$ cat src/logic/efm_pkg.sv
// Constants shared by the encoder feedback monitor and its phase decoder.
// Assumes a 20 MHz system clock and a 16-bit plain register port.
package efm_pkg;
    // Timebase: all programmable times are in tenths of a second.
    localparam int unsigned CLK_HZ = 20_000_000;
    localparam int unsigned TICK_MS = 100;
    localparam int unsigned TICK_CYC = CLK_HZ / 1000 * TICK_MS;
    localparam logic [3:0] WIN_LAST = 4'h9;
    localparam int unsigned STARTUP_MS = 2000;
    localparam logic [4:0] STARTUP_TICKS = 5'(STARTUP_MS / TICK_MS);
    localparam logic [15:0] MAX_FREQ_DEF = 16'h0064;

    // Register offsets.
    localparam logic [7:0] ADDR_FAMILY = 8'h00;
    localparam logic [7:0] ADDR_ITYPE = 8'h01;
    localparam logic [7:0] ADDR_PPR = 8'h02;
    localparam logic [7:0] ADDR_SIG_ACT = 8'h03;
    localparam logic [7:0] ADDR_SIG_TMO = 8'h04;
    localparam logic [7:0] ADDR_STALL_LVL = 8'h05;
    localparam logic [7:0] ADDR_STALL_TM = 8'h06;
    localparam logic [7:0] ADDR_SLIP_RNG = 8'h07;
    localparam logic [7:0] ADDR_SLIP_TM = 8'h08;
    localparam logic [7:0] ADDR_SS_ACT = 8'h09;
    localparam logic [7:0] ADDR_STATUS = 8'h0A;
    localparam logic [7:0] ADDR_SPEED = 8'h0B;

    // Encoder families.
    localparam logic [2:0] FAM_OFF = 3'h0;
    localparam logic [2:0] FAM_ABZ_HALL = 3'h2;
    localparam logic [2:0] FAM_SINCOS_SIN = 3'h3;
    localparam logic [2:0] FAM_SER_A = 3'h4;
    localparam logic [2:0] FAM_SER_B = 3'h6;
    localparam logic [15:0] FAM_MAX = 16'h0006;

    // Input types.
    localparam logic [2:0] TYPE_OFF = 3'h0;
    localparam logic [2:0] TYPE_AB = 3'h1;
    localparam logic [2:0] TYPE_BA = 3'h2;
    localparam logic [2:0] TYPE_PD = 3'h3;
    localparam logic [2:0] TYPE_PDN = 3'h4;
    localparam logic [2:0] TYPE_SINGLE = 3'h5;
    localparam logic [15:0] TYPE_MAX = 16'h0005;

    // Reactions.
    localparam logic [1:0] ACT_WARN = 2'h0;
    localparam logic [1:0] ACT_RAMP = 2'h1;
    localparam logic [1:0] ACT_STOP = 2'h2;
    localparam logic [15:0] ACT_MAX = 16'h0002;

    // Reset values and write limits.
    localparam logic [14:0] PPR_RST = 15'h0800;
    localparam logic [15:0] PPR_MAX = 16'h61A8;
    localparam logic [6:0] SIG_TMO_RST = 7'h0A;
    localparam logic [15:0] TENTHS_10S = 16'h0064;
    localparam logic [6:0] STALL_LVL_RST = 7'h73;
    localparam logic [15:0] STALL_LVL_MAX = 16'h0078;
    localparam logic [4:0] STALL_TM_RST = 5'h01;
    localparam logic [15:0] STALL_TM_MAX = 16'h0014;
    localparam logic [5:0] SLIP_RNG_RST = 6'h32;
    localparam logic [15:0] SLIP_RNG_MAX = 16'h0032;
    localparam logic [6:0] SLIP_TM_RST = 7'h05;
endpackage : efm_pkg

$ cat src/logic/efm_decode.sv
// Phase synchroniser and pulse/direction decoder for the encoder inputs.
// Assumes asynchronous encoder and commutation pins.
`timescale 1ns/100ps
`default_nettype none
module efm_decode (
    // Clock and reset
    input wire logic sys_clk_i,
    input wire logic rst_n_i,
    // Encoder pins
    input wire logic enc_a_i,
    input wire logic enc_b_i,
    input wire logic [2:0] hall_i,
    // Decode control and results
    input wire logic [2:0] itype_i,
    output logic pulse_o,
    output logic fwd_o,
    output logic [2:0] hall_o
);
    typedef struct packed {
        logic a1;
        logic a2;
        logic a3;
        logic b1;
        logic b2;
        logic [2:0] h1;
        logic [2:0] h2;
        logic pulse;
        logic fwd;
    } efm_dec_state_t;

    efm_dec_state_t q;
    efm_dec_state_t n;
    logic rise;

    // Only the second and third A stages feed edge detection; direction samples the second B stage.
    assign rise = q.a2 & ~q.a3;

    always_comb begin
        n = q;
        n.a1 = enc_a_i;
        n.a2 = q.a1;
        n.a3 = q.a2;
        n.b1 = enc_b_i;
        n.b2 = q.b1;
        n.h1 = hall_i;
        n.h2 = q.h1;
        n.pulse = rise && itype_i != efm_pkg::TYPE_OFF;
        if (rise) begin
            case (itype_i)
                efm_pkg::TYPE_AB: n.fwd = ~q.b2;
                efm_pkg::TYPE_BA: n.fwd = q.b2;
                efm_pkg::TYPE_PD: n.fwd = q.b2;
                efm_pkg::TYPE_PDN: n.fwd = ~q.b2;
                default: n.fwd = 1'b1;
            endcase
        end
    end

    always_ff @(posedge sys_clk_i) begin
        if (!rst_n_i) begin
            q <= '0;
        end else begin
            q <= n;
        end
    end

    assign pulse_o = q.pulse;
    assign fwd_o = q.fwd;
    assign hall_o = q.h2;
endmodule : efm_decode
`default_nettype wire

$ cat src/logic/efm_monitor.sv
// Encoder feedback monitor: configuration, speed measurement, supervision.
// Assumes a plain register port and motor frequency in Hz on sys_clk_i.
`timescale 1ns/100ps
`default_nettype none
module efm_monitor #(
    parameter int unsigned TICK_CYC = efm_pkg::TICK_CYC,
    parameter logic [15:0] MAX_FREQ_HZ = efm_pkg::MAX_FREQ_DEF
) (
    // Clock and reset
    input wire logic sys_clk_i,
    input wire logic rst_n_i,
    // Register port
    input wire logic [7:0] reg_addr_i,
    input wire logic [15:0] reg_wdata_i,
    input wire logic reg_wr_i,
    input wire logic reg_rd_i,
    output logic [15:0] reg_rdata_o,
    // Encoder pins
    input wire logic enc_a_i,
    input wire logic enc_b_i,
    input wire logic [2:0] hall_i,
    input wire logic enc_loss_i,
    input wire logic enc_sig_err_i,
    // Drive side
    input wire logic [15:0] motor_freq_i,
    output logic [15:0] speed_hz_o,
    output logic dir_fwd_o,
    output logic [2:0] pole_sector_o,
    output logic warn_o,
    output logic ramp_stop_o,
    output logic quick_stop_o,
    output logic fault_o,
    output logic run_permit_o
);
    typedef struct packed {
        logic [2:0] family;
        logic [2:0] itype;
        logic [14:0] ppr;
        logic [1:0] sig_act;
        logic [6:0] sig_tmo;
        logic [6:0] stall_lvl;
        logic [4:0] stall_tm;
        logic [5:0] slip_rng;
        logic [6:0] slip_tm;
        logic [1:0] ss_act;
        logic [15:0] rdata;
        logic [21:0] tick_cnt;
        logic tick;
        logic [3:0] win_cnt;
        logic [14:0] acc;
        logic [15:0] revs;
        logic [15:0] speed;
        logic fwd;
        logic [7:0] sig_tmr;
        logic [7:0] slip_tmr;
        logic [7:0] ss_tmr;
        logic [4:0] boot_tmr;
        logic loss_s1;
        logic loss_s2;
        logic err_s1;
        logic err_s2;
        logic loss_flt;
        logic sig_flt;
        logic stall_flt;
        logic slip_flt;
        logic [2:0] pole;
        logic warn;
        logic ramp;
        logic stop;
    } efm_mon_state_t;

    localparam logic [21:0] TICK_LAST = 22'(TICK_CYC - 1);

    efm_mon_state_t q;
    efm_mon_state_t n;
    logic dec_pulse;
    logic dec_fwd;
    logic [2:0] dec_hall;
    logic en;
    logic setting_err;
    logic sig_cond;
    logic sig_trip;
    logic [15:0] spd_diff;
    logic stall_cond;
    logic slip_cond;
    logic slip_qual;
    logic ss_cond;
    logic ss_trip;
    logic rev_inc;
    logic [3:0] clr;

    function automatic logic sincos(input logic [2:0] fam);
        sincos = fam >= efm_pkg::FAM_SINCOS_SIN;
    endfunction : sincos

    // True when val exceeds pct percent of maxf.
    function automatic logic over_pct(input logic [15:0] val,
                                      input logic [6:0] pct,
                                      input logic [15:0] maxf);
        over_pct = ({16'h0000, val} * 32'h0000_0064) >
                   ({25'h000_0000, pct} * {16'h0000, maxf});
    endfunction : over_pct

    // Counts whole tenths of a second while cond holds, saturating.
    function automatic logic [7:0] tmr_step(input logic [7:0] t,
                                            input logic cond,
                                            input logic tk);
        if (!cond) begin
            tmr_step = 8'h00;
        end else if (tk && t != 8'hFF) begin
            tmr_step = t + 8'h01;
        end else begin
            tmr_step = t;
        end
    endfunction : tmr_step

    efm_decode u_decode (
        .sys_clk_i(sys_clk_i),
        .rst_n_i(rst_n_i),
        .enc_a_i(enc_a_i),
        .enc_b_i(enc_b_i),
        .hall_i(hall_i),
        .itype_i(q.itype),
        .pulse_o(dec_pulse),
        .fwd_o(dec_fwd),
        .hall_o(dec_hall)
    );

    assign en = q.family != efm_pkg::FAM_OFF && q.itype != efm_pkg::TYPE_OFF;
    // A family change can leave an illegal type behind; it is then a fault.
    assign setting_err = sincos(q.family) && q.itype >= efm_pkg::TYPE_PD;
    assign sig_cond = en && (q.loss_s2 | q.err_s2 | setting_err);
    // The timer lags its condition by one cycle, so the live condition gates
    // the trip; otherwise a vanishing loss would set a false signal fault.
    assign sig_trip = sig_cond && q.sig_tmr > {1'b0, q.sig_tmo};
    assign spd_diff = (q.speed > motor_freq_i) ? q.speed - motor_freq_i
                                               : motor_freq_i - q.speed;
    assign stall_cond = en && q.stall_lvl != 7'h00 &&
                        over_pct(q.speed, q.stall_lvl, MAX_FREQ_HZ);
    assign slip_cond = en && q.slip_rng != 6'h00 &&
                       over_pct(spd_diff, {1'b0, q.slip_rng},
                                MAX_FREQ_HZ);
    assign slip_qual = q.slip_tmr > {1'b0, q.slip_tm};
    assign ss_cond = slip_qual | stall_cond;
    assign ss_trip = q.ss_tmr > {3'h0, q.stall_tm};
    assign rev_inc = en && dec_pulse && ({1'b0, q.acc} + 16'h0001 >=
                                         {1'b0, q.ppr});
    assign clr = (reg_wr_i && reg_addr_i == efm_pkg::ADDR_STATUS) ?
                 reg_wdata_i[3:0] : 4'h0;

    always_comb begin
        n = q;
        n.tick = 1'b0;
        n.rdata = 16'h0000;
        n.loss_s1 = enc_loss_i;
        n.loss_s2 = q.loss_s1;
        n.err_s1 = enc_sig_err_i;
        n.err_s2 = q.err_s1;
        if (q.tick_cnt == TICK_LAST) begin
            n.tick_cnt = 22'h00_0000;
            n.tick = 1'b1;
        end else begin
            n.tick_cnt = q.tick_cnt + 22'h00_0001;
        end
        // Writes out of range are dropped and the old setting stays.
        if (reg_wr_i) begin
            case (reg_addr_i)
                efm_pkg::ADDR_FAMILY: begin
                    if (reg_wdata_i <= efm_pkg::FAM_MAX) begin
                        n.family = reg_wdata_i[2:0];
                    end
                end
                efm_pkg::ADDR_ITYPE: begin
                    if (reg_wdata_i <= efm_pkg::TYPE_MAX &&
                        !(sincos(q.family) &&
                          reg_wdata_i[2:0] >= efm_pkg::TYPE_PD)) begin
                        n.itype = reg_wdata_i[2:0];
                    end
                end
                efm_pkg::ADDR_PPR: begin
                    if (reg_wdata_i != 16'h0000 &&
                        reg_wdata_i <= efm_pkg::PPR_MAX) begin
                        n.ppr = reg_wdata_i[14:0];
                    end
                end
                efm_pkg::ADDR_SIG_ACT: begin
                    if (reg_wdata_i <= efm_pkg::ACT_MAX) begin
                        n.sig_act = reg_wdata_i[1:0];
                    end
                end
                efm_pkg::ADDR_SIG_TMO: begin
                    if (reg_wdata_i <= efm_pkg::TENTHS_10S) begin
                        n.sig_tmo = reg_wdata_i[6:0];
                    end
                end
                efm_pkg::ADDR_STALL_LVL: begin
                    if (reg_wdata_i <= efm_pkg::STALL_LVL_MAX) begin
                        n.stall_lvl = reg_wdata_i[6:0];
                    end
                end
                efm_pkg::ADDR_STALL_TM: begin
                    if (reg_wdata_i <= efm_pkg::STALL_TM_MAX) begin
                        n.stall_tm = reg_wdata_i[4:0];
                    end
                end
                efm_pkg::ADDR_SLIP_RNG: begin
                    if (reg_wdata_i <= efm_pkg::SLIP_RNG_MAX) begin
                        n.slip_rng = reg_wdata_i[5:0];
                    end
                end
                efm_pkg::ADDR_SLIP_TM: begin
                    if (reg_wdata_i <= efm_pkg::TENTHS_10S) begin
                        n.slip_tm = reg_wdata_i[6:0];
                    end
                end
                efm_pkg::ADDR_SS_ACT: begin
                    if (reg_wdata_i <= efm_pkg::ACT_MAX) begin
                        n.ss_act = reg_wdata_i[1:0];
                    end
                end
                default: ;
            endcase
        end
        if (reg_rd_i) begin
            case (reg_addr_i)
                efm_pkg::ADDR_FAMILY: n.rdata = {13'h0000, q.family};
                efm_pkg::ADDR_ITYPE: n.rdata = {13'h0000, q.itype};
                efm_pkg::ADDR_PPR: n.rdata = {1'b0, q.ppr};
                efm_pkg::ADDR_SIG_ACT: n.rdata = {14'h0000, q.sig_act};
                efm_pkg::ADDR_SIG_TMO: n.rdata = {9'h000, q.sig_tmo};
                efm_pkg::ADDR_STALL_LVL: n.rdata = {9'h000, q.stall_lvl};
                efm_pkg::ADDR_STALL_TM: n.rdata = {11'h000, q.stall_tm};
                efm_pkg::ADDR_SLIP_RNG: n.rdata = {10'h000, q.slip_rng};
                efm_pkg::ADDR_SLIP_TM: n.rdata = {9'h000, q.slip_tm};
                efm_pkg::ADDR_SS_ACT: n.rdata = {14'h0000, q.ss_act};
                efm_pkg::ADDR_STATUS: n.rdata = {4'h0, q.stop, q.ramp,
                    q.warn, run_permit_o, q.pole, q.fwd, q.slip_flt,
                    q.stall_flt, q.sig_flt, q.loss_flt};
                efm_pkg::ADDR_SPEED: n.rdata = q.speed;
                default: n.rdata = 16'h0000;
            endcase
        end
        // Speed is whole revolutions per one-second window, so it is coarse.
        if (en && dec_pulse) begin
            n.acc = rev_inc ? 15'h0000 : q.acc + 15'h0001;
            n.fwd = dec_fwd;
        end
        n.revs = q.revs + {15'h0000, rev_inc};
        if (q.tick) begin
            if (q.win_cnt == efm_pkg::WIN_LAST) begin
                n.win_cnt = 4'h0;
                n.speed = n.revs;
                n.revs = 16'h0000;
            end else begin
                n.win_cnt = q.win_cnt + 4'h1;
            end
        end
        if (!en) begin
            n.acc = 15'h0000;
            n.revs = 16'h0000;
            n.speed = 16'h0000;
        end
        n.sig_tmr = tmr_step(q.sig_tmr, sig_cond, q.tick);
        n.slip_tmr = tmr_step(q.slip_tmr, slip_cond, q.tick);
        n.ss_tmr = tmr_step(q.ss_tmr, ss_cond, q.tick);
        // A new event in the clearing cycle keeps its flag set.
        n.loss_flt = (q.loss_flt & ~clr[0]) | (sig_trip & q.loss_s2);
        n.sig_flt = (q.sig_flt & ~clr[1]) | (sig_trip & ~q.loss_s2);
        n.stall_flt = (q.stall_flt & ~clr[2]) | (ss_trip & stall_cond);
        n.slip_flt = (q.slip_flt & ~clr[3]) | (ss_trip & slip_qual);
        n.warn = ((n.loss_flt | n.sig_flt) && n.sig_act == efm_pkg::ACT_WARN)
            || ((n.stall_flt | n.slip_flt) &&
                n.ss_act == efm_pkg::ACT_WARN);
        n.ramp = ((n.loss_flt | n.sig_flt) && n.sig_act == efm_pkg::ACT_RAMP)
            || ((n.stall_flt | n.slip_flt) &&
                n.ss_act == efm_pkg::ACT_RAMP);
        n.stop = ((n.loss_flt | n.sig_flt) && n.sig_act == efm_pkg::ACT_STOP)
            || ((n.stall_flt | n.slip_flt) &&
                n.ss_act == efm_pkg::ACT_STOP);
        if (q.tick && q.boot_tmr != efm_pkg::STARTUP_TICKS) begin
            n.boot_tmr = q.boot_tmr + 5'h01;
        end
        n.pole = (q.family == efm_pkg::FAM_ABZ_HALL) ? dec_hall
                                                     : 3'h0;
    end

    always_ff @(posedge sys_clk_i) begin
        if (!rst_n_i) begin
            q <= '0;
            q.ppr <= efm_pkg::PPR_RST;
            q.sig_act <= efm_pkg::ACT_STOP;
            q.sig_tmo <= efm_pkg::SIG_TMO_RST;
            q.stall_lvl <= efm_pkg::STALL_LVL_RST;
            q.stall_tm <= efm_pkg::STALL_TM_RST;
            q.slip_rng <= efm_pkg::SLIP_RNG_RST;
            q.slip_tm <= efm_pkg::SLIP_TM_RST;
            q.ss_act <= efm_pkg::ACT_STOP;
        end else begin
            q <= n;
        end
    end

    assign reg_rdata_o = q.rdata;
    assign speed_hz_o = q.speed;
    assign dir_fwd_o = q.fwd;
    assign pole_sector_o = q.pole;
    assign warn_o = q.warn;
    assign ramp_stop_o = q.ramp;
    assign quick_stop_o = q.stop;
    assign fault_o = q.ramp | q.stop;
    assign run_permit_o = !(q.family == efm_pkg::FAM_SER_A ||
                            q.family == efm_pkg::FAM_SER_B) ||
                          q.boot_tmr == efm_pkg::STARTUP_TICKS;
endmodule : efm_monitor
`default_nettype wire

$ cat config.mk
export PLATFORM = sky130hd
export DESIGN_NAME = efm_monitor
export DESIGN_NICKNAME = d
export VERILOG_FILES = /design/src/logic/efm_pkg.sv /design/src/logic/efm_decode.sv /design/src/logic/efm_monitor.sv
export SDC_FILE = /design/constraint.sdc
export NUM_CORES = 1
export LEC_CHECK = 0
export ABC_CLOCK_PERIOD_IN_PS = 7650
export BUFFER_PORTS_ARGS = -buffer_cell sky130_fd_sc_hd__buf_4
export CAP_MARGIN = 20
export CORE_MARGIN = 3
export CORE_UTILIZATION = 34
export CTS_CLUSTER_DIAMETER = 60
export DETAILED_ROUTE_END_ITERATION = 8
export PLACE_DENSITY = 0.55
export SYNTH_ARGS = -nofsm -noshare
export SYNTH_HDL_FRONTEND = slang
export SYNTH_HIERARCHICAL = 1
export SYNTH_SLANG_ARGS = --single-unit
$ cat constraint.sdc
create_clock -name sys_clk_i -period 7.65 [get_ports sys_clk_i]
set_input_delay 0.765 -clock sys_clk_i [delete_from_list [all_inputs] [get_ports sys_clk_i]]
set_output_delay 0.765 -clock sys_clk_i [all_outputs]
set_load 0.01 [all_outputs]
==> impl_results.md, run 1 <==
* Status: finished, final reports clean
* GRT Total Usage at 0.170
* Final WL at roughly 45000 um
* Cell count after synthesis at about 2000
* Via count at 13400
* Slowest stage delay, CP at 530 ps
* Asr flop ratio synth at 0
* WS Path Type: register to register
* Unique masters post-synth at 89
* Final Power at 2.98 mW
* Post-synthesis register bit count at around 200
* First-pass GRT wire length at roughly 70000 um
* Mapped Area at 0.0166 sq mm
* Most frequent CP cell: ha_1
* Synth Area per Inst at around 8.5 sq um
* CTS tree: done
* Final period utilization at 0.933
* Initial Util at 0.347
* Largest cells by area after synthesis: dfxtp_1 (25%), ha_1 (19%), inv_1 (5.0%), mux2i_1 (3.7%), nor2_1 (3.5%)
* Final setup fails at 0
* Final hold vios at 0
* Final Skew at between 20 and 25 ps
* Critical path peak fanout at 19
* Clock Pin Slew Worst Setup and Hold Paths at 60 ps
* Slew headroom at 0.311
* Gr ovfl total at 0
* Worst slew pin tran at 1030 ps
* Drt first pass iters at 5
* Number of instances resized during post-cts repair at 0
* Largest net degree at the start of global routing at just under 60
* Fin Setup TNS at 0 ps
* Sequential share of the synthesized area at 0.245
* Syn_nets at 2291
* Finished Layout Cells at 2628
* P_leak at 8.41 nW
* Layout cells sized above 1 at 0.100
* Vias in the first global route at 13000
* Count leader, synth: ha_1
* PwrDens at about 160 mW/mm^2
* Total CTS buffers at 23
* Slew Viols, Final at 0
* Area leader, netlist: dfxtp_1
* Cells after DPL at 2584
* CP top delay family: adder cells
* Main synth FF type: dfxtp_1
* # IOs at 92
* Final worst path period need at between 7000 and 8000 ps
* Post-synth top area share at 0.245
* Die Area at 0.0517 sq mm
* Placed cell area at 0.0177 sq mm
* Root buf cell: clkbuf_16
* Max Cap Viol at 0
* Drt via density at 5.11
* Slowest cell on the critical path: fa_1
* Worst path required time at 8060 ps
* Die W at roughly 230 um
* Top cells by count, synth: ha_1 (255), inv_1 (220), dfxtp_1 (204), nor2_1 (154), nand2_1 (131)
* HPWL after DPL at roughly 36000 um
* Post-CTS Setup Inserts at 0
* Skew-Pair Late Insertion Delay at 540 ps
* Drt drc at 0
* Worst min-delay path class: register to register
* Die height at approximately 230 um
* RSZ-0062 raised after global routing: no
* Post-CTS Hold Buffers at 0
* Yosys warnings at 6
* Fin nets at between 2000 and 2500
* Core ar. at just under 0.05 sq mm
* Max Fclk at between 0.1 and 0.15 GHz
* Worst-case vdd ir drop at 0.000132 V
* Final Cell Area at 0.0185 sq mm
* Area delta synth->final at 11.3%
* H-Tree Depth at 1
* Average wire per standard cell at 17.0 um
* Initial antenna violation count at 1
* Gpl congestion at 0.880
* Post-synth EDFFs at 0
* I/O Buffers at slightly above 90
* WP data arrival at ~7600 ps
* DRT antenna net count at 0
* Diodes inserted at 0
* CTS max path bufs at 3
* Worst setup SP type: register
* FP Rows at 80
* WP buf/inv at 5
* CTS Sinks at 204
* Setup crit end kind: register
* DRT iter0 DRCs at 661
## registers in the layout, summed over array words and instances, names as in the netlist
name              count
dir_fwd_o             1
n                     2
pole_sector_o         3
q                   150
quick_stop_o          1
ramp_stop_o           1
reg_rdata_o          16
speed_hz_o           16
u_decode/fwd_o        1
u_decode/hall_o       3
u_decode/n            6
u_decode/pulse_o      1
u_decode/q            2
warn_o                1
## routing by layer
layer | track usage | part of all wire | vias up
li1 | - | - | 6805
met1 | 0.231 | 0.47 | 6283
met2 | 0.278 | 0.44 | 287
met3 | 0.0291 | 0.053 | 65
met4 | 0.0476 | 0.029 | 0
met5 | 0 | 0 | -
## layout make-up
type                       count  area, sq um
clock buffer                  28          614
multi-input combinational   1433        11200
clock inverter                14          161
inverter                     220          826
tap                          615          769
timing repair buffer         114          863
fill                        4946        29500
sequential                   204         4080
## cell usage in the layout (no fill, tap or decap), types with 7 or more instances in the layout
cell type and n:
dfxtp_1 204, and2_1 40, o21ai_0 52, or3_1 9
a222oi_1 8, mux2i_1 61, o22ai_1 10, xor2_1 64
o31ai_1 7, nand2b_1 18, nor4_1 7, nor3_1 16
a21o_1 34, nand3_1 63, o21bai_1 10, a22oi_1 9
mux2_2 7, and3_1 23, nor2b_1 73, ha_1 255
clkbuf_16 23, o21a_1 11, nor2_1 154, a31oi_1 7
o211ai_1 25, inv_1 220, xnor2_1 65, nand4_1 26
buf_4 113, fa_1 27, a22o_1 8, nand2_1 131
a211oi_1 25, a21oi_1 76
## final timing paths
kind	from	endpoint	slack [ps]	cells after the start
worst max-delay path	speed_hz_o[0]$_SDFFE_PN0P_	q[31]$_SDFFE_PN0P_	510	30
worst min-delay path	u_decode/hall_o[0]$_SDFF_PN0_	pole_sector_o[0]$_SDFF_PN0_	430	1
worst max register to register	speed_hz_o[0]$_SDFFE_PN0P_	q[31]$_SDFFE_PN0P_	510	30
worst min register to register	u_decode/hall_o[0]$_SDFF_PN0_	pole_sector_o[0]$_SDFF_PN0_	430	1
## metrics by stage
stage          utilization  worst slack (ps)  hold slack [ps]
2_1_floorplan            -               871              412
3_3_place_gp         0.369               198              412
3_5_place_dp         0.369              69.4              418
4_1_cts              0.385               256              411
5_1_grt              0.386              23.4              419
6_report             0.386               512              430
## where the power goes
group	total, mW	internal, mW	switching, mW
sequential	1.07	1.07	0.00218
combinational	0.789	0.333	0.456
clock	1.12	0.651	0.470
## cells by family after synthesis
group,after synthesis,synth area share
simple gates,599,0.185
compound gates,347,0.144
buf+inv,321,0.0828
fa+ha+maj,282,0.224
flops,204,0.245
xor+xnor,130,0.0684
mux,75,0.0502
(Power assumes the default switching activity.)
==> run 2, diff against run 1 <==
Settings changed: ABC_CLOCK_PERIOD_IN_PS 7650 to 6100, BUFFER_PORTS_ARGS -buffer_cell sky130_fd_sc_hd__buf_4 to -buffer_cell sky130_fd_sc_hd__buf_2, PLACE_DENSITY 0.55 to 0.57, SYNTH_HIERARCHICAL 1 to not set.
Clock period 7.65 ns to 6.1 ns, I/O delays scaled along.
==> impl_results.md, run 2 <==
* Status: finished, violations left
* Violated checks: setup timing
* Yosys warnings at 0 (-6)
* Worst path required time at 6550 ps (-1510 ps)
* Fill cell count at 4828 (-2.4%)
* Final setup fails at 8 (+8)
* Clock power share at 0.387 (+0.011)
* Critical path peak fanout at 8 (-11)
* I/O Buffers at 91 (unchanged)
* Top cells by count, synth: ha_1 (255), inv_1 (230), dfxtp_1 (204), nor2_1 (150), nand2_1 (119)
* Worst setup SP type: register
* Initial antenna violation count at 1 (unchanged)
* Synth Area per Inst at 8.44 sq um (-0.72%)
* Die W at 226 um (-0.48%)
* CTS Sinks at 204 (unchanged)
* Worst hold path cell count at 2 (+1)
* Worst Reg2Reg Path Length in Cells at 31 (+3.3%)
* Die Area at 0.0512 sq mm (-0.95%)
* Slowest cell on the critical path: or4_4
* WP data arrival at 6660 ps (-890 ps)
* Fin nets at 2465 (+5.8%)
* Final WL at 45500 um (+1.7%)
* Hold slack at 258 ps (-172 ps)
* Count leader, synth: ha_1
* Hold Startpoint: enc_a_i
* Switching Fraction at 0.303 (-0.00849)
* P_int at 3.02 mW (+47%)
* Initial Util at 0.345 (-0.00195)
* Area leader, netlist: dfxtp_1
* Layout Utilization at 0.410 (+0.0245)
* Via count at 14000 (+4.0%)
* Largest cells by area after synthesis: dfxtp_1 (25%), ha_1 (19%), inv_1 (5.2%), mux2i_1 (4.3%), xnor2_1 (3.8%)
* First-pass GRT wire length at 72500 um (+3.7%)
* Main synth FF type: dfxtp_1
* Final Skew at 22.0 ps (+0.377 ps)
* Max Cap Viol at 0 (unchanged)
* Reg power frac at 0.309 (-0.050)
* FP Rows at 80 (unchanged)
* Layout cells sized above 1 at 0.174 (+0.0734)
* Setup crit end kind: register
* Slowest stage delay, CP at 550 ps (+20 ps)
* Final hold vios at 0 (unchanged)
* Slew Viols, Final at 0 (unchanged)
* Sequential share of the synthesized area at 0.248 (+0.00242)
* Average wire per standard cell at 16.4 um (-3.5%)
* Diodes inserted at 0 (unchanged)
* Dpl ws at -745 ps (-815 ps)
* CTS max path bufs at 3 (unchanged)
* Largest net degree at the start of global routing at 89 (+53%)
* Post-CTS Hold Buffers at 0 (unchanged)
* Max reg flops at 150 (unchanged)
* PwrDens at 221 mW/mm^2 (+37%)
* Skew-Pair Late Insertion Delay at 570 ps (+30 ps)
* Hold Path End: u_decode.n[11]$_SDFF_PN0_
* Total CTS buffers at 27 (+17%)
* # IOs at 92 (unchanged)
* Placed cell area at 0.0185 sq mm (+4.4%)
* DRT iter0 DRCs at 679 (+2.7%)
* Area delta synth->final at 19.0%
* Drt drc at 0 (unchanged)
* CTS tree: done
* Post-synthesis register bit count at 204 (unchanged)
* Final worst path period need at 6220 ps (-923 ps)
* Register area at 0.00409 sq mm (+0.15%)
* Final Cell Area at 0.0196 sq mm (+5.9%)
* Core ar. at 0.0478 sq mm (-0.42%)
* Worst slew pin tran at 932 ps (-98.8 ps)
* WS Path Type: register to register
* Drt first pass iters at 6 (+1)
* Gr ovfl total at 0 (unchanged)
* Gpl congestion at 0.897 (+1.8%)
* R2R setup slack at -120 ps (-630 ps)
* GRT Total Usage at 0.176 (+0.00585)
* Die height at 226 um (-0.48%)
* Clock Pin Slew Worst Setup and Hold Paths at 60 ps (about the same)
* HPWL after DPL at 36200 um (+1.4%)
* Syn_nets at 2286 (-0.22%)
* P_leak at 9.00 nW (+7.0%)
* Min setup slack post-route at -115 ps (-627 ps)
* Area of the multi-input gates at 0.0113 sq mm (+0.47%)
* Logic pwr share at 0.303 (+0.038)
* Unique masters post-synth at 80 (-10%)
* H-Tree Depth at 1 (unchanged)
* Reg2reg end: q[28]$_SDFFE_PN0P_
* Slew headroom at 0.376 (+0.0644)
* Switching component of the power at 1.32 mW (+42%)
* Commonest cells after routing, fill and taps aside: ha_1 (246), inv_1 (220), dfxtp_1 (201)
* RSZ-0062 raised after global routing: yes
* Cell count after synthesis at 1953 (-0.26%)
* Mapped Area at 0.0165 sq mm (-0.98%)
* Drt via density at 5.05 (-1.3%)
* Commonest non-fill, non-tap cell in the layout: ha_1
* Worst-case vdd ir drop at 0.000204 V (+55%)
* Largest Register: q
* Max Fclk at 0.161 GHz (+15%)
* Asr flop ratio synth at 0 (unchanged)
* DRT antenna net count at 0 (unchanged)
* Worst flop-to-flop path startpoint: speed_hz_o[0]$_SDFFE_PN0P_
* Worst min-delay path class: input port to register
* Post-synth top area share at 0.248 (+0.00242)
* Post-synth EDFFs at 0 (unchanged)
* Vias in the first global route at 13800 (+6.9%)
* Root buf cell: clkbuf_16
* Final period utilization at 1.02 (+0.0858)
[run 2: cell count changes after synthesis, moves of 9 or more]
cell	change
o211ai_1	-11
nor3_1	+23
clkbuf_1	+9
nand2_1	-12
nor2b_1	-9
inv_1	+10
mux2i_1	+10
[run 2: layer usage]
| metal | routed length (um) | track usage | vias to the layer above | part of all wire |
|---|---|---|---|---|
| met5 | 7 | 0 | - | 0.00015 |
| met4 | 1930 | 0.0778 | 2 | 0.043 |
| met3 | 2120 | 0.0221 | 85 | 0.047 |
| met2 | 20800 | 0.291 | 279 | 0.46 |
| met1 | 20600 | 0.229 | 6559 | 0.45 |
| li1 | - | - | 7053 | - |
[run 2: per-stage QoR]
| step | total power [mW] | std cells | TNS, ps |
|---|---|---|---|
| floorplan | 2.19 | 1953 | -2450 |
| detailed placement | 2.67 | 2714 | -5870 |
| global route | 4.58 | 2768 | -3460 |
| CTS | 4.37 | 2768 | -1500 |
| finish | 4.34 | 2768 | -819 |
| global placement | 2.65 | 2714 | -4510 |
[run 2: power by group through the flow]
stage	clock [mW]	combinational, mW	sequential, mW
floorplan	0	0.819	1.37
global placement	0	1.28	1.37
detailed placement	0	1.29	1.37
CTS	1.71	1.31	1.34
global route	1.76	1.47	1.34
finish	1.68	1.32	1.34
[run 2: logic make-up (layout without fill, tap and decap cells)]
group	Yosys count	after routing	synth area share
AND/OR/NAND/NOR	594	594	0.184
XOR/XNOR	136	136	0.0723
adder cells (fa/ha/maj)	282	282	0.226
AO/OA/AOI/OAI	325	325	0.132
multiplexers	80	80	0.0527
flip-flops	204	204	0.248
buffers and inverters	332	532	0.0845
[run 2: layout make-up]
type                    count  area share
repair buffers            252      0.0856
clock inverters            13     0.00944
flip-flops and latches    204       0.208
multi-input cells        1417       0.574
well taps                 615      0.0392
clock buffers              37      0.0389
inverters                 230      0.0446
[run 2: what timing repair did]
| action | CTS | global route |
|---|---|---|
| setup buffers | 4 | 0 |
| gates resized for setup | 24 | 9 |
| endpoints found under the setup margin | 8 | 8 |
| pin swaps | 15 | 6 |
[run 2: worst max-delay path: cells and delay by family, from the launching register on]
family	cells	cell delay (ps)
adders and majority gates	6	1800
and+or+nand+nor	9	1730
AOI/OAI and AO/OA	8	1200
buffers and inverters	5	530
DFF	1	380
xor gates and xnor gates	2	290
muxes	1	180
[run 2: worst max path at each step]
stage | start | endpoint | slack, ps
floorplan | motor_freq_i[3] | q[28]$_SDFFE_PN0P_ | -310
global placement | motor_freq_i[1] | q[28]$_SDFFE_PN0P_ | -570
detailed placement | motor_freq_i[1] | q[28]$_SDFFE_PN0P_ | -750
CTS | speed_hz_o[0]$_SDFFE_PN0P_ | q[28]$_SDFFE_PN0P_ | -200
global route | speed_hz_o[5]$_SDFFE_PN0P_ | q[28]$_SDFFE_PN0P_ | -450
finish | speed_hz_o[0]$_SDFFE_PN0P_ | q[28]$_SDFFE_PN0P_ | -120
==> run 3, diff against run 2 <==
Settings changed: RECOVER_POWER set to 25.
==> impl_results.md, run 3 (same netlist as run 2, synthesis figures left out) <==
* Clock Pin Slew Worst Setup and Hold Paths at 60 ps (about the same)
* Via count at 14000 (+0.30%)
* Core ar. at 0.0478 sq mm (unchanged)
* Drt first pass iters at 5 (-1)
* Max Cap Viol at 1 (+1)
* I/O Buffers at 91 (unchanged)
* Drt drc at 0 (unchanged)
* WS Path Type: register to register
* FP Rows at 80 (unchanged)
* RSZ-0062 raised after global routing: yes
* Die W at 226 um (unchanged)
* Slowest stage delay, CP at 550 ps (about the same)
* Area delta synth->final at 18.7%
* Worst min-delay path class: input port to register
* Final WL at 45400 um (about the same)
* Die Area at 0.0512 sq mm (unchanged)
* PwrDens at 222 mW/mm^2 (+0.25%)
* Drt via density at 5.07 (+0.30%)
* Fill cell count at 4841 (+0.27%)
* Slew Viols, Final at 89 (+89)
* DRT iter0 DRCs at 656 (-3.4%)
* Worst setup SP type: register
* First-pass GRT wire length at 72500 um (unchanged)
* Slew headroom at -1.21 (-1.59)
* H-Tree Depth at 1 (unchanged)
* Slowest cell on the critical path: or4_4
* Min setup slack post-route at -119 ps (-3.78 ps)
* GR met2 Demand/Resource at 0.291 (unchanged)
* Gr ovfl total at 0 (unchanged)
* GRT Total Usage at 0.176 (unchanged)
* Status: finished, violations left
* Post-CTS Hold Buffers at 0 (unchanged)
* Reg power frac at 0.309 (about the same)
* Largest Register: q
* Largest net degree at the start of global routing at 89 (unchanged)
* Final period utilization at 1.02 (about the same)
* Commonest non-fill, non-tap cell in the layout: ha_1
* GRT busiest layer: met2
* Worst path required time at 6550 ps (about the same)
* Violated checks: capacitance limit, slew limit, setup timing
* Average wire per standard cell at 16.4 um (about the same)
* Final worst path period need at 6220 ps (+3.78 ps)
* P_leak at 8.85 nW (-1.6%)
* Setup crit end kind: register
* Total CTS buffers at 27 (unchanged)
* Grt met3 use at 0.0221 (unchanged)
* WP data arrival at 6670 ps (about the same)
* Die height at 226 um (unchanged)
* Switching component of the power at 1.31 mW (-0.15%)
* Final Cell Area at 0.0196 sq mm (-0.29%)
* Final hold vios at 0 (unchanged)
* Diodes inserted at 0 (unchanged)
* Max Fclk at 0.161 GHz (about the same)
* Initial Util at 0.345 (unchanged)
* CTS max path bufs at 3 (unchanged)
* Commonest cells after routing, fill and taps aside: ha_1 (246), inv_1 (220), dfxtp_1 (201)
* Clock power share at 0.387 (about the same)
* Initial antenna violation count at 1 (unchanged)
* Final setup fails at 8 (unchanged)
* Final Skew at 15.9 ps (-6.13 ps)
* P_int at 3.02 mW (about the same)
* Worst-case vdd ir drop at 0.000203 V (-0.60%)
* Placed cell area at 0.0185 sq mm (unchanged)
* Fin nets at 2465 (unchanged)
* Worst slew pin tran at 3320 ps (+2390 ps)
* Gpl congestion at 0.897 (unchanged)
* Root buf cell: clkbuf_16
* HPWL after DPL at 36200 um (unchanged)
* DRT antenna net count at 0 (unchanged)
* Vias in the first global route at 13800 (unchanged)
* Logic pwr share at 0.304 (about the same)
* Switching Fraction at 0.303 (-0.000341)
* Skew-Pair Late Insertion Delay at 570 ps (about the same)
* Layout cells sized above 1 at 0.159 (-0.0144)
* Hold slack at 259 ps (+1.40 ps)
* # IOs at 92 (unchanged)
* Max reg flops at 150 (unchanged)
* CTS Sinks at 204 (unchanged)
* Met1 GRT Util at 0.229 (unchanged)
* Critical path peak fanout at 8 (unchanged)
* CTS tree: done
run 3: cell types whose count changed in the layout (fill, tap and decap cells not counted):
cell / delta
and2_0: +12
and2_1: -12
clkbuf_1: +31
buf_4: -7
buf_2: -24
run 3: worst paths after layout:
kind                               endpoint  slack [ps]                       start  depth (start not counted)
hold / removal    u_decode.n[11]$_SDFF_PN0_         260                     enc_a_i                          2
hold reg to reg   u_decode.n[10]$_SDFF_PN0_         430   u_decode.n[11]$_SDFF_PN0_                          1
setup reg to reg         q[28]$_SDFFE_PN0P_        -120  speed_hz_o[0]$_SDFFE_PN0P_                         31
setup / recovery         q[28]$_SDFFE_PN0P_        -120  speed_hz_o[0]$_SDFFE_PN0P_                         31
run 3: final cells by class:
class	instances	area [sq um]	area share
clock buffers	37	763	0.0390
clock inverters	13	185	0.00946
inverters	230	876	0.0448
multi-input cells	1417	11300	0.575
flip-flops and latches	204	4090	0.209
well taps	615	769	0.0393
repair buffers	252	1620	0.0829
run 3: through the flow:
step | setup TNS [ps] | worst slack [ps] | cells | power (mW) | utilization
6_report | -850 | -119 | 2768 | 4.34 | 0.409
5_1_grt | -3460 | -447 | 2768 | 4.58 | 0.409
4_1_cts | -1500 | -203 | 2768 | 4.37 | 0.409
3_5_place_dp | -5870 | -745 | 2714 | 2.67 | 0.387
3_3_place_gp | -4510 | -569 | 2714 | 2.65 | 0.387
2_1_floorplan | -2450 | -309 | 1953 | 2.19 | -
run 3: worst max-delay path: cells and delay by family (launching register included):
family | cells | cell delay, ps
compound gates | 8 | 1200
simple gates | 9 | 1730
buf+inv | 5 | 520
fa+ha+maj | 6 | 1800
flops | 1 | 380
xor+xnor | 2 | 290
mux | 1 | 180
run 3: power groups by stage:
stage	sequential [mW]	combinational (mW)	clock (mW)
detailed placement	1.37	1.29	0
global placement	1.37	1.28	0
CTS	1.34	1.31	1.71
floorplan	1.37	0.819	0
finish	1.34	1.32	1.68
global route	1.34	1.47	1.76
run 3: timing repair:
item                       CTS  global route
cloned                       0             0
pin swaps                   15             6
setup endpoints to repair    8             8
resized for setup           24             9
setup buffers                4             0
run 3: per-layer routing:
metal	vias to the layer above	share of wire
met5	-	0.00015
met4	2	0.046
met3	80	0.046
met2	292	0.46
met1	6605	0.45
li1	7041	-
